File: src/common/pwm_pair_pkg.sv
// Constants shared by the two-channel 10-bit pulse-width modulator.
// Assumes a single 100 MHz clock and an AXI4-Lite register bus.
`default_nettype none

package pwm_pair_pkg;

  // ----------------------------------------------------------------
  // Register byte offsets.
  // ----------------------------------------------------------------
  localparam logic [4:0] OFS_CTRL0  = 5'h00;  // First channel control.
  localparam logic [4:0] OFS_DUTYH0 = 5'h04;  // First channel duty high bits.
  localparam logic [4:0] OFS_DUTYL0 = 5'h08;  // First channel duty low bits.
  localparam logic [4:0] OFS_CTRL1  = 5'h0c;  // Second channel control.
  localparam logic [4:0] OFS_DUTYH1 = 5'h10;  // Second channel duty high bits.
  localparam logic [4:0] OFS_DUTYL1 = 5'h14;  // Second channel duty low bits.
  localparam logic [4:0] OFS_TSEL   = 5'h18;  // Shared timer select.

  // ----------------------------------------------------------------
  // Field positions.
  // ----------------------------------------------------------------
  localparam int BIT_ENABLE = 7;  // Channel enable.
  localparam int BIT_OUTLVL = 5;  // Output level readback.
  localparam int BIT_POL    = 4;  // Output polarity select.
  localparam int BIT_DUTYLO = 6;  // Lowest position of the two duty LSBs.
  localparam int BIT_TSEL1  = 2;  // Second channel field low bit.
  localparam int BIT_TSEL0  = 0;  // First channel field low bit.

  // ----------------------------------------------------------------
  // Reset values.
  // ----------------------------------------------------------------
  localparam logic [1:0] TSEL_RESET = 2'h1;  // Both fields pick the first timer.
  localparam logic [9:0] DUTY_RESET = 10'h000;

  // Timer select codes.
  localparam logic [1:0] TSEL_RSVD = 2'h0;
  localparam logic [1:0] TSEL_T1   = 2'h1;
  localparam logic [1:0] TSEL_T2   = 2'h2;
  localparam logic [1:0] TSEL_T3   = 2'h3;

  // AXI response codes.
  localparam logic [1:0] RESP_OKAY   = 2'h0;
  localparam logic [1:0] RESP_SLVERR = 2'h2;

endpackage

`default_nettype wire

File: src/logic/pwm_channel.sv
// One modulation channel: buffered duty, compare and polarity.
// Assumes a selected period-match pulse and a 10-bit time base on mclk.
`default_nettype none

module pwm_channel
  import pwm_pair_pkg::*;
(
  input  wire logic       mclk,          // System clock.
  input  wire logic       rst,           // Synchronous reset, active high.
  input  wire logic       channelEnable, // Channel runs while high.
  input  wire logic       polarity,      // High selects active-low output.
  input  wire logic [9:0] dutyValue,     // Software duty value.
  input  wire logic       periodMatch,   // Restart instant of selected timer.
  input  wire logic [9:0] timeBase,      // Extended 10-bit time base.
  output logic            outputLevel    // Modulated pin level.
);

  // ----------------------------------------------------------------
  // State.
  // ----------------------------------------------------------------
  logic [9:0] latchedDuty_ff;  // Duty in force for this period.
  logic       active_ff;       // Pulse phase before polarity.
  logic       outLevel_ff;     // Registered pin level.

  // Next-state terms.
  logic [9:0] nxt_latchedDuty;
  logic       nxt_active;
  logic       dutyReached;

  assign dutyReached = (timeBase == latchedDuty_ff);

  // Duty latches only at the restart instant so a write never glitches.
  assign nxt_latchedDuty = periodMatch ? dutyValue : latchedDuty_ff;

  // Restart sets the pulse unless the new duty is zero; reaching the duty clears it.
  assign nxt_active = !channelEnable ? 1'b0 :
                      periodMatch    ? (dutyValue != DUTY_RESET) :
                      dutyReached    ? 1'b0 : active_ff;

  // Register the duty and pulse phase.
  always_ff @(posedge mclk)
  begin
    if (rst)
    begin
      latchedDuty_ff <= DUTY_RESET;
      active_ff      <= 1'b0;
      outLevel_ff    <= 1'b0;
    end
    else
    begin
      latchedDuty_ff <= nxt_latchedDuty;
      active_ff      <= nxt_active;
      // Disabled channels sit at the idle level set by polarity.
      outLevel_ff    <= nxt_active ^ polarity;
    end
  end

  assign outputLevel = outLevel_ff;

endmodule

`default_nettype wire

File: src/logic/pwm_pair.sv
// Two 10-bit pulse-width modulation channels behind an AXI4-Lite slave.
// Assumes three external 8-bit period timers supply counts, prescaler
// phase bits and period-match pulses on the mclk domain.
//
// Notes on behaviour
// - Channel modulates only while enable bit 7 set.
// - Control bit 5 reads present output level.
// - Polarity bit 4 one makes output active-low.
// - Duty high register holds duty bits nine-two.
// - Duty low bits 7:6 hold LSBs; rest zero.
// - Second channel timer field bits 3:2, reset 01.
// - First channel timer field bits 1:0, reset 01.
// - Unimplemented bits ignore writes, read zero.
// - Period match restarts, latches duty, sets output unless new duty zero.
// - Duty writes buffered, applied at next match.
// - Disabled output sits at polarity idle level.
// - Time base is timer count plus two bits.
`default_nettype none

module pwm_pair
  import pwm_pair_pkg::*;
(
  input  wire logic        mclk,           // System clock, 100 MHz.
  input  wire logic        rst,            // Synchronous reset, active high.
  // AXI4-Lite write address channel.
  input  wire logic        s_axi_awvalid,
  output logic             s_axi_awready,
  input  wire logic [4:0]  s_axi_awaddr,
  // AXI4-Lite write data channel.
  input  wire logic        s_axi_wvalid,
  output logic             s_axi_wready,
  input  wire logic [31:0] s_axi_wdata,
  input  wire logic [3:0]  s_axi_wstrb,
  // AXI4-Lite write response channel.
  output logic             s_axi_bvalid,
  input  wire logic        s_axi_bready,
  output logic [1:0]       s_axi_bresp,
  // AXI4-Lite read address channel.
  input  wire logic        s_axi_arvalid,
  output logic             s_axi_arready,
  input  wire logic [4:0]  s_axi_araddr,
  // AXI4-Lite read data channel.
  output logic             s_axi_rvalid,
  input  wire logic        s_axi_rready,
  output logic [31:0]      s_axi_rdata,
  output logic [1:0]       s_axi_rresp,
  // Period timers, index 0 is the first timer.
  input  wire logic [23:0] timerCount,     // Three 8-bit counts.
  input  wire logic [5:0]  timerPhase,     // Three 2-bit clock or prescaler phases.
  input  wire logic [2:0]  timerMatch,     // Increment after count equals period.
  // Modulated outputs toward the load.
  output logic             firstChannelOut,
  output logic             secondChannelOut
);

  // ----------------------------------------------------------------
  // Register storage.
  // ----------------------------------------------------------------
  logic [1:0] enable_ff;      // Channel enables.
  logic [1:0] polarity_ff;    // Channel polarity selects.
  logic [9:0] duty_ff [2];    // Software duty values.
  logic [1:0] tsel_ff [2];    // Timer select fields.

  // Write path holding registers.
  logic        awHeld_ff;     // Write address captured.
  logic        wHeld_ff;      // Write data captured.
  logic [4:0]  awAddr_ff;
  logic [7:0]  wData_ff;      // Low data byte; the upper lanes carry no register bits.
  logic        wStrb0_ff;     // Low byte lane strobe.
  logic        bValid_ff;
  logic [1:0]  bResp_ff;
  // Read path registers.
  logic        rValid_ff;
  logic [31:0] rData_ff;
  logic [1:0]  rResp_ff;

  // Channel outputs.
  logic [1:0] chanOut;

  // ----------------------------------------------------------------
  // Decoding helpers.
  // ----------------------------------------------------------------
  // True when the address names an implemented register.
  function automatic logic isMapped(input logic [4:0] addr);
    isMapped = (addr == OFS_CTRL0) || (addr == OFS_DUTYH0) || (addr == OFS_DUTYL0) ||
               (addr == OFS_CTRL1) || (addr == OFS_DUTYH1) || (addr == OFS_DUTYL1) ||
               (addr == OFS_TSEL);
  endfunction

  // Timer index for a select code; the reserved code falls back to the first
  // timer so that the selection never reaches past the last timer.
  function automatic logic [1:0] timerIndex(input logic [1:0] code);
    timerIndex = (code == TSEL_RSVD) ? 2'h0 : code - 2'h1;
  endfunction

  // ----------------------------------------------------------------
  // Write channel.
  // ----------------------------------------------------------------
  // Address and data may arrive in either order; each is held until both are in.
  assign s_axi_awready = !awHeld_ff && !bValid_ff;
  assign s_axi_wready  = !wHeld_ff && !bValid_ff;

  wire logic doWrite = awHeld_ff && wHeld_ff && !bValid_ff;  // Commit cycle.
  wire logic wrOk    = doWrite && wStrb0_ff && isMapped(awAddr_ff);
  wire logic [7:0] wByte = wData_ff;

  // Capture address, data and produce the response.
  always_ff @(posedge mclk)
  begin
    if (rst)
    begin
      awHeld_ff <= 1'b0;
      wHeld_ff  <= 1'b0;
      awAddr_ff <= 5'h00;
      wData_ff  <= 8'h00;
      wStrb0_ff <= 1'b0;
      bValid_ff <= 1'b0;
      bResp_ff  <= RESP_OKAY;
    end
    else
    begin
      if (s_axi_awvalid && s_axi_awready)
      begin
        awHeld_ff <= 1'b1;
        awAddr_ff <= s_axi_awaddr;
      end
      if (s_axi_wvalid && s_axi_wready)
      begin
        wHeld_ff  <= 1'b1;
        wData_ff  <= s_axi_wdata[7:0];
        wStrb0_ff <= s_axi_wstrb[0];
      end
      if (doWrite)
      begin
        // Commit finished: free both holders and answer.
        awHeld_ff <= 1'b0;
        wHeld_ff  <= 1'b0;
        bValid_ff <= 1'b1;
        bResp_ff  <= isMapped(awAddr_ff) ? RESP_OKAY : RESP_SLVERR;
      end
      else if (bValid_ff && s_axi_bready)
      begin
        bValid_ff <= 1'b0;
      end
    end
  end

  assign s_axi_bvalid = bValid_ff;
  assign s_axi_bresp  = bResp_ff;

  // ----------------------------------------------------------------
  // Register file, one copy per channel.
  // ----------------------------------------------------------------
  // Only implemented bits are stored, so unused bits cannot be written.
  genvar ch;
  generate
    for (ch = 0; ch < 2; ch++)
    begin : gChan
      localparam logic [4:0] CTRL  = (ch == 0) ? OFS_CTRL0  : OFS_CTRL1;
      localparam logic [4:0] DUTYH = (ch == 0) ? OFS_DUTYH0 : OFS_DUTYH1;
      localparam logic [4:0] DUTYL = (ch == 0) ? OFS_DUTYL0 : OFS_DUTYL1;
      localparam int         TBIT  = (ch == 0) ? BIT_TSEL0  : BIT_TSEL1;

      // Update control, duty and timer select fields of this channel.
      always_ff @(posedge mclk)
      begin
        if (rst)
        begin
          enable_ff[ch]   <= 1'b0;
          polarity_ff[ch] <= 1'b0;
          duty_ff[ch]     <= DUTY_RESET;
          tsel_ff[ch]     <= TSEL_RESET;
        end
        else if (wrOk)
        begin
          if (awAddr_ff == CTRL)
          begin
            enable_ff[ch]   <= wByte[BIT_ENABLE];
            polarity_ff[ch] <= wByte[BIT_POL];
          end
          if (awAddr_ff == DUTYH)
          begin
            duty_ff[ch][9:2] <= wByte;
          end
          if (awAddr_ff == DUTYL)
          begin
            duty_ff[ch][1:0] <= wByte[BIT_DUTYLO +: 2];
          end
          if (awAddr_ff == OFS_TSEL)
          begin
            tsel_ff[ch] <= wByte[TBIT +: 2];
          end
        end
      end

      // Time base and restart for the selected timer.
      wire logic [1:0] tIdx  = timerIndex(tsel_ff[ch]);
      wire logic       tRsvd = (tsel_ff[ch] == TSEL_RSVD);
      // Count forms the upper eight bits, the phase bits the lower two.
      wire logic [9:0] tBase = {timerCount[tIdx * 8 +: 8], timerPhase[tIdx * 2 +: 2]};
      // A reserved code gives no restart; a pulse in progress still ends at its duty.
      wire logic       tMatch = !tRsvd && timerMatch[tIdx];

      pwm_channel uChannel
      (
        .mclk          (mclk),
        .rst           (rst),
        .channelEnable (enable_ff[ch]),
        .polarity      (polarity_ff[ch]),
        .dutyValue     (duty_ff[ch]),
        .periodMatch   (tMatch),
        .timeBase      (tBase),
        .outputLevel   (chanOut[ch])
      );
    end
  endgenerate

  assign firstChannelOut  = chanOut[0];
  assign secondChannelOut = chanOut[1];

  // ----------------------------------------------------------------
  // Read channel.
  // ----------------------------------------------------------------
  assign s_axi_arready = !rValid_ff;

  // Read value of each register; reserved bits are zero.
  wire logic [7:0] ctrlRd0 = {enable_ff[0], 1'b0, chanOut[0], polarity_ff[0], 4'h0};
  wire logic [7:0] ctrlRd1 = {enable_ff[1], 1'b0, chanOut[1], polarity_ff[1], 4'h0};
  wire logic [7:0] dutyL0  = {duty_ff[0][1:0], 6'h00};
  wire logic [7:0] dutyL1  = {duty_ff[1][1:0], 6'h00};
  wire logic [7:0] tselRd  = {4'h0, tsel_ff[1], tsel_ff[0]};

  // Select the byte that the read address names.
  logic [7:0] rdByte;
  always_comb
  begin
    unique case (s_axi_araddr)
      OFS_CTRL0:  rdByte = ctrlRd0;
      OFS_DUTYH0: rdByte = duty_ff[0][9:2];
      OFS_DUTYL0: rdByte = dutyL0;
      OFS_CTRL1:  rdByte = ctrlRd1;
      OFS_DUTYH1: rdByte = duty_ff[1][9:2];
      OFS_DUTYL1: rdByte = dutyL1;
      OFS_TSEL:   rdByte = tselRd;
      default:    rdByte = 8'h00;  // Unmapped addresses read zero.
    endcase
  end

  // Capture read data on the edge that takes the address.
  always_ff @(posedge mclk)
  begin
    if (rst)
    begin
      rValid_ff <= 1'b0;
      rData_ff  <= 32'h00000000;
      rResp_ff  <= RESP_OKAY;
    end
    else if (s_axi_arvalid && s_axi_arready)
    begin
      rValid_ff <= 1'b1;
      rData_ff  <= {24'h000000, rdByte};
      rResp_ff  <= isMapped(s_axi_araddr) ? RESP_OKAY : RESP_SLVERR;
    end
    else if (rValid_ff && s_axi_rready)
    begin
      rValid_ff <= 1'b0;
    end
  end

  assign s_axi_rvalid = rValid_ff;
  assign s_axi_rdata  = rData_ff;
  assign s_axi_rresp  = rResp_ff;

endmodule

`default_nettype wire

File: config.mk
export PLATFORM = sky130hd
export DESIGN_NAME = pwm_pair
export DESIGN_NICKNAME = d
export VERILOG_FILES = /design/src/common/pwm_pair_pkg.sv /design/src/logic/pwm_channel.sv /design/src/logic/pwm_pair.sv
export SDC_FILE = /design/constraint.sdc
export NUM_CORES = 1
export LEC_CHECK = 0
export BUFFER_PORTS_ARGS = -buffer_cell sky130_fd_sc_hd__buf_2
export CAP_MARGIN = 15
export CORE_UTILIZATION = 50
export CTS_BUF_LIST = sky130_fd_sc_hd__clkbuf_16
export CTS_CLUSTER_SIZE = 14
export DETAILED_ROUTE_END_ITERATION = 10
export PLACE_DENSITY = 0.8
export SYNTH_ARGS = -nofsm -noshare
export SYNTH_HDL_FRONTEND = slang
export SYNTH_SLANG_ARGS = --single-unit
File: constraint.sdc
create_clock -name mclk -period 5 [get_ports mclk]
set_clock_uncertainty 0.05 [all_clocks]
set_input_delay 0.25 -clock mclk [delete_from_list [all_inputs] [get_ports mclk]]
set_output_delay 0.25 -clock mclk [all_outputs]
set_load 0.02 [all_outputs]
==> flow_metrics.env <==
export IMPL_hold_violations=0
export IMPL_holdBufCountCts=0
export IMPL_cts_made_buffers=9
export IMPL_clockRootBuffer="clkbuf_16"
export IMPL_ctsResizeCount=0
export IMPL_grt_max_degree=42
export IMPL_maxSlewViolCount=0
export IMPL_synth_cells=463
export IMPL_ys_seq_elements=80
export IMPL_synth_cell_area_mm2=0.004322
export IMPL_grt_overflow_total=0
export IMPL_routed_via_density=5.562
export IMPL_wl_per_cell_um=15.78
export IMPL_path_clk_slew_ns=0.06
export IMPL_tritoncts="built"
export IMPL_chipHeight_um=94.97
export IMPL_nets=617
export IMPL_place_inst=625
export IMPL_place_area_mm2=0.004648
export IMPL_portBuffers=75
export IMPL_synth_top_area_frac=0.2594
export IMPL_cp_end_kind="register"
export IMPL_synth_warnings=0
export IMPL_post_route_worst_setup_slack_ns=2.330
export IMPL_hpwl_mm=7.613
export IMPL_drtIter0Drc=140
export IMPL_outcome="completed"
export IMPL_fin_area_mm2=0.004906
export IMPL_leakagePower_nw=2.178
export IMPL_rsz0062_at_grt="no"
export IMPL_wirelength_mm=10.11
export IMPL_crit_type="reg -> reg"
export IMPL_worstPathRequired_ns=5.22
export IMPL_fill_cells=735
export IMPL_power_density_mw_per_mm2=300.5
export IMPL_holdWs_ns=0.05697
export IMPL_max_slew_margin_rel=0.4388
export IMPL_cts_num_sinks=80
export IMPL_grt_pass1_vias=3388
export IMPL_drtPass1Iterations=4
export IMPL_cts_setup_buffers=0
export IMPL_vias=3565
export IMPL_track_usage=0.2368
export IMPL_syn_area_per_cell_um2=9.334
export IMPL_synth_area_leaders="dfxtp_1, edfxtp_1, mux2i_1, nor2_1, buf_4"
export IMPL_yosys_area_top_type="dfxtp_1"
export IMPL_reg2reg_slack_ns=2.33
export IMPL_n_antenna_cell=0
export IMPL_synth_edf_count=24
export IMPL_rows=33
export IMPL_min_period_ns=2.670
export IMPL_drtAntennaViolNets=0
export IMPL_cp_start_kind="register"
export IMPL_stdcell_count=641
export IMPL_layout_worst_path_cycle_share=0.5339
export IMPL_dieWidth_um=94.97
export IMPL_seq_area_frac_synth=0.4262
export IMPL_ys_flop_type="dfxtp_1"
export IMPL_dieArea_mm2=0.009019
export IMPL_start_util=0.5207
export IMPL_drc=0
export IMPL_dp_slack_ns=2.351
export IMPL_fin_setup_tns_ns=0
export IMPL_area_growth_pct=13.52
export IMPL_drive_above_1_share=0.1828
export IMPL_finalSetupViolCount=0
export IMPL_clockBufferDepth=2
export IMPL_fmax_ghz=0.3746
export IMPL_tightestPinTransition_ns=0.8340
export IMPL_crit_arrival_ns=2.89
export IMPL_hold_class="in -> reg"
export IMPL_peakVddDrop_uv=193.7
export IMPL_clock_latency_ns=0.33
export IMPL_maxCapViolations=0
export IMPL_io_pins=129
export IMPL_htreeDepth=3
export IMPL_synthDistinctLibCells=51
export IMPL_path_max_fanout=13
export IMPL_async_flop_share=0
export IMPL_grt_pass1_wl_mm=16.15
export IMPL_antenna_found_initial=0
export IMPL_place_congestion=0.9013
export IMPL_core_mm2=0.008299
[cell usage in the layout (no fill, tap or decap), types with 5 or more instances in the layout]
master	n
conb_1	26
dfxtp_1	56
mux2i_1	50
edfxtp_1	24
nor3_1	9
a21oi_1	21
nor4_1	6
nor2_1	54
nand2_1	38
and2_1	22
nand2b_1	5
o21bai_1	5
clkbuf_16	9
buf_2	75
o21ai_0	7
nand4_1	6
xnor2_1	17
a211oi_1	5
a22oi_1	6
inv_1	16
nand3_1	8
xor2_1	17
[where the power goes]
group / switching [mW] / leakage, nW / total (mW) / internal (mW)
Clock: 0.240 / 0.143 / 0.568 / 0.328
Sequential: 0.0308 / 0.698 / 0.723 / 0.693
Combinational: 0.110 / 1.34 / 0.183 / 0.0725
Total: 0.381 / 2.18 / 1.47 / 1.09
[critical path, stage by stage, from the launching register on]
cell,delay (ns)
edfxtp_1,0.81
mux2i_1,0.31
o21ai_1,0.08
buf_4,0.21
nor4_4,0.27
nand4_1,0.20
or4_1,0.57
nand3_1,0.09
[stage by stage]
stage               power, mW    util
finish                  1.474  0.5911
floorplan              0.8684       -
CTS                     1.477  0.5911
global placement       0.9085  0.5601
detailed placement     0.9167  0.5601
global route            1.526  0.5911
[cell families after synthesis]
family,Yosys count,share of synthesized area
AND/OR/NAND/NOR,165,0.1882
multiplexers,55,0.1288
AO/OA/AOI/OAI,69,0.1071
buffers and inverters,59,0.07991
flip-flops,80,0.4262
XOR/XNOR,34,0.06890
other,1,0.0008677
[metal layers]
layer	vias up	global-route usage	share of wire
met3	32	0.05395	0.058
met1	1670	0.2776	0.42
met4	0	0.1035	0.035
met2	159	0.4119	0.49
met5	-	0	0
li1	1704	-	-
[state kept, by name, indices dropped and copies added (netlist names)]
| name | cells |
|---|---|
| awHeld_ff | 1 |
| ctrlRd0 | 2 |
| wByte | 8 |
| tsel_ff | 4 |
| s_axi_rvalid | 1 |
| awAddr_ff | 5 |
| gChan.uChannel.outputLevel | 2 |
| wStrb0_ff | 1 |
| ctrlRd1 | 2 |
| wHeld_ff | 1 |
| s_axi_rresp | 1 |
| s_axi_rdata | 8 |
| gChan.uChannel.active_ff | 2 |
| gChan.uChannel.latchedDuty_ff | 20 |
| s_axi_bvalid | 1 |
| s_axi_bresp | 1 |
| duty_ff | 20 |
[Yosys cell counts (3+ instances only)]
master / count
a31oi_1: 3
o21bai_1: 5
xnor2_1: 17
o21ai_0: 7
a311oi_1: 3
inv_1: 13
buf_4: 26
nand3_1: 8
a22oi_1: 6
clkbuf_1: 15
nor4_1: 6
or4_1: 3
and2_1: 22
nor3_1: 9
nand2b_1: 5
dfxtp_1: 56
xor2_1: 17
a211oi_1: 5
nand4_1: 6
nor2_1: 54
a21o_1: 4
edfxtp_1: 24
mux2i_1: 50
mux2_2: 4
a21oi_1: 21
nand2_1: 38
nor2b_1: 3
nand3b_1: 4
[final timing paths]
check	from	end	cells after the start
worst max-delay path	tsel_ff[1][0]	gChan[1].uChannel.outputLevel	7
worst min-delay path	s_axi_rready	s_axi_rvalid	2
worst max register to register	tsel_ff[1][0]	gChan[1].uChannel.outputLevel	7
worst min register to register	s_axi_rdata[6]	s_axi_rdata[6]	2
[cell type report]
class | count | area [um2] | area share
Multi-Input combinational cell | 349 | 2228 | 0.4542
Sequential cell | 80 | 1842 | 0.3754
Timing Repair Buffer | 78 | 397.9 | 0.08110
Clock buffer | 9 | 225.2 | 0.04591
Tap cell | 105 | 131.4 | 0.02678
Inverter | 13 | 48.80 | 0.009946
Clock inverter | 7 | 32.53 | 0.006631
Power figures use the tool's default switching activity.
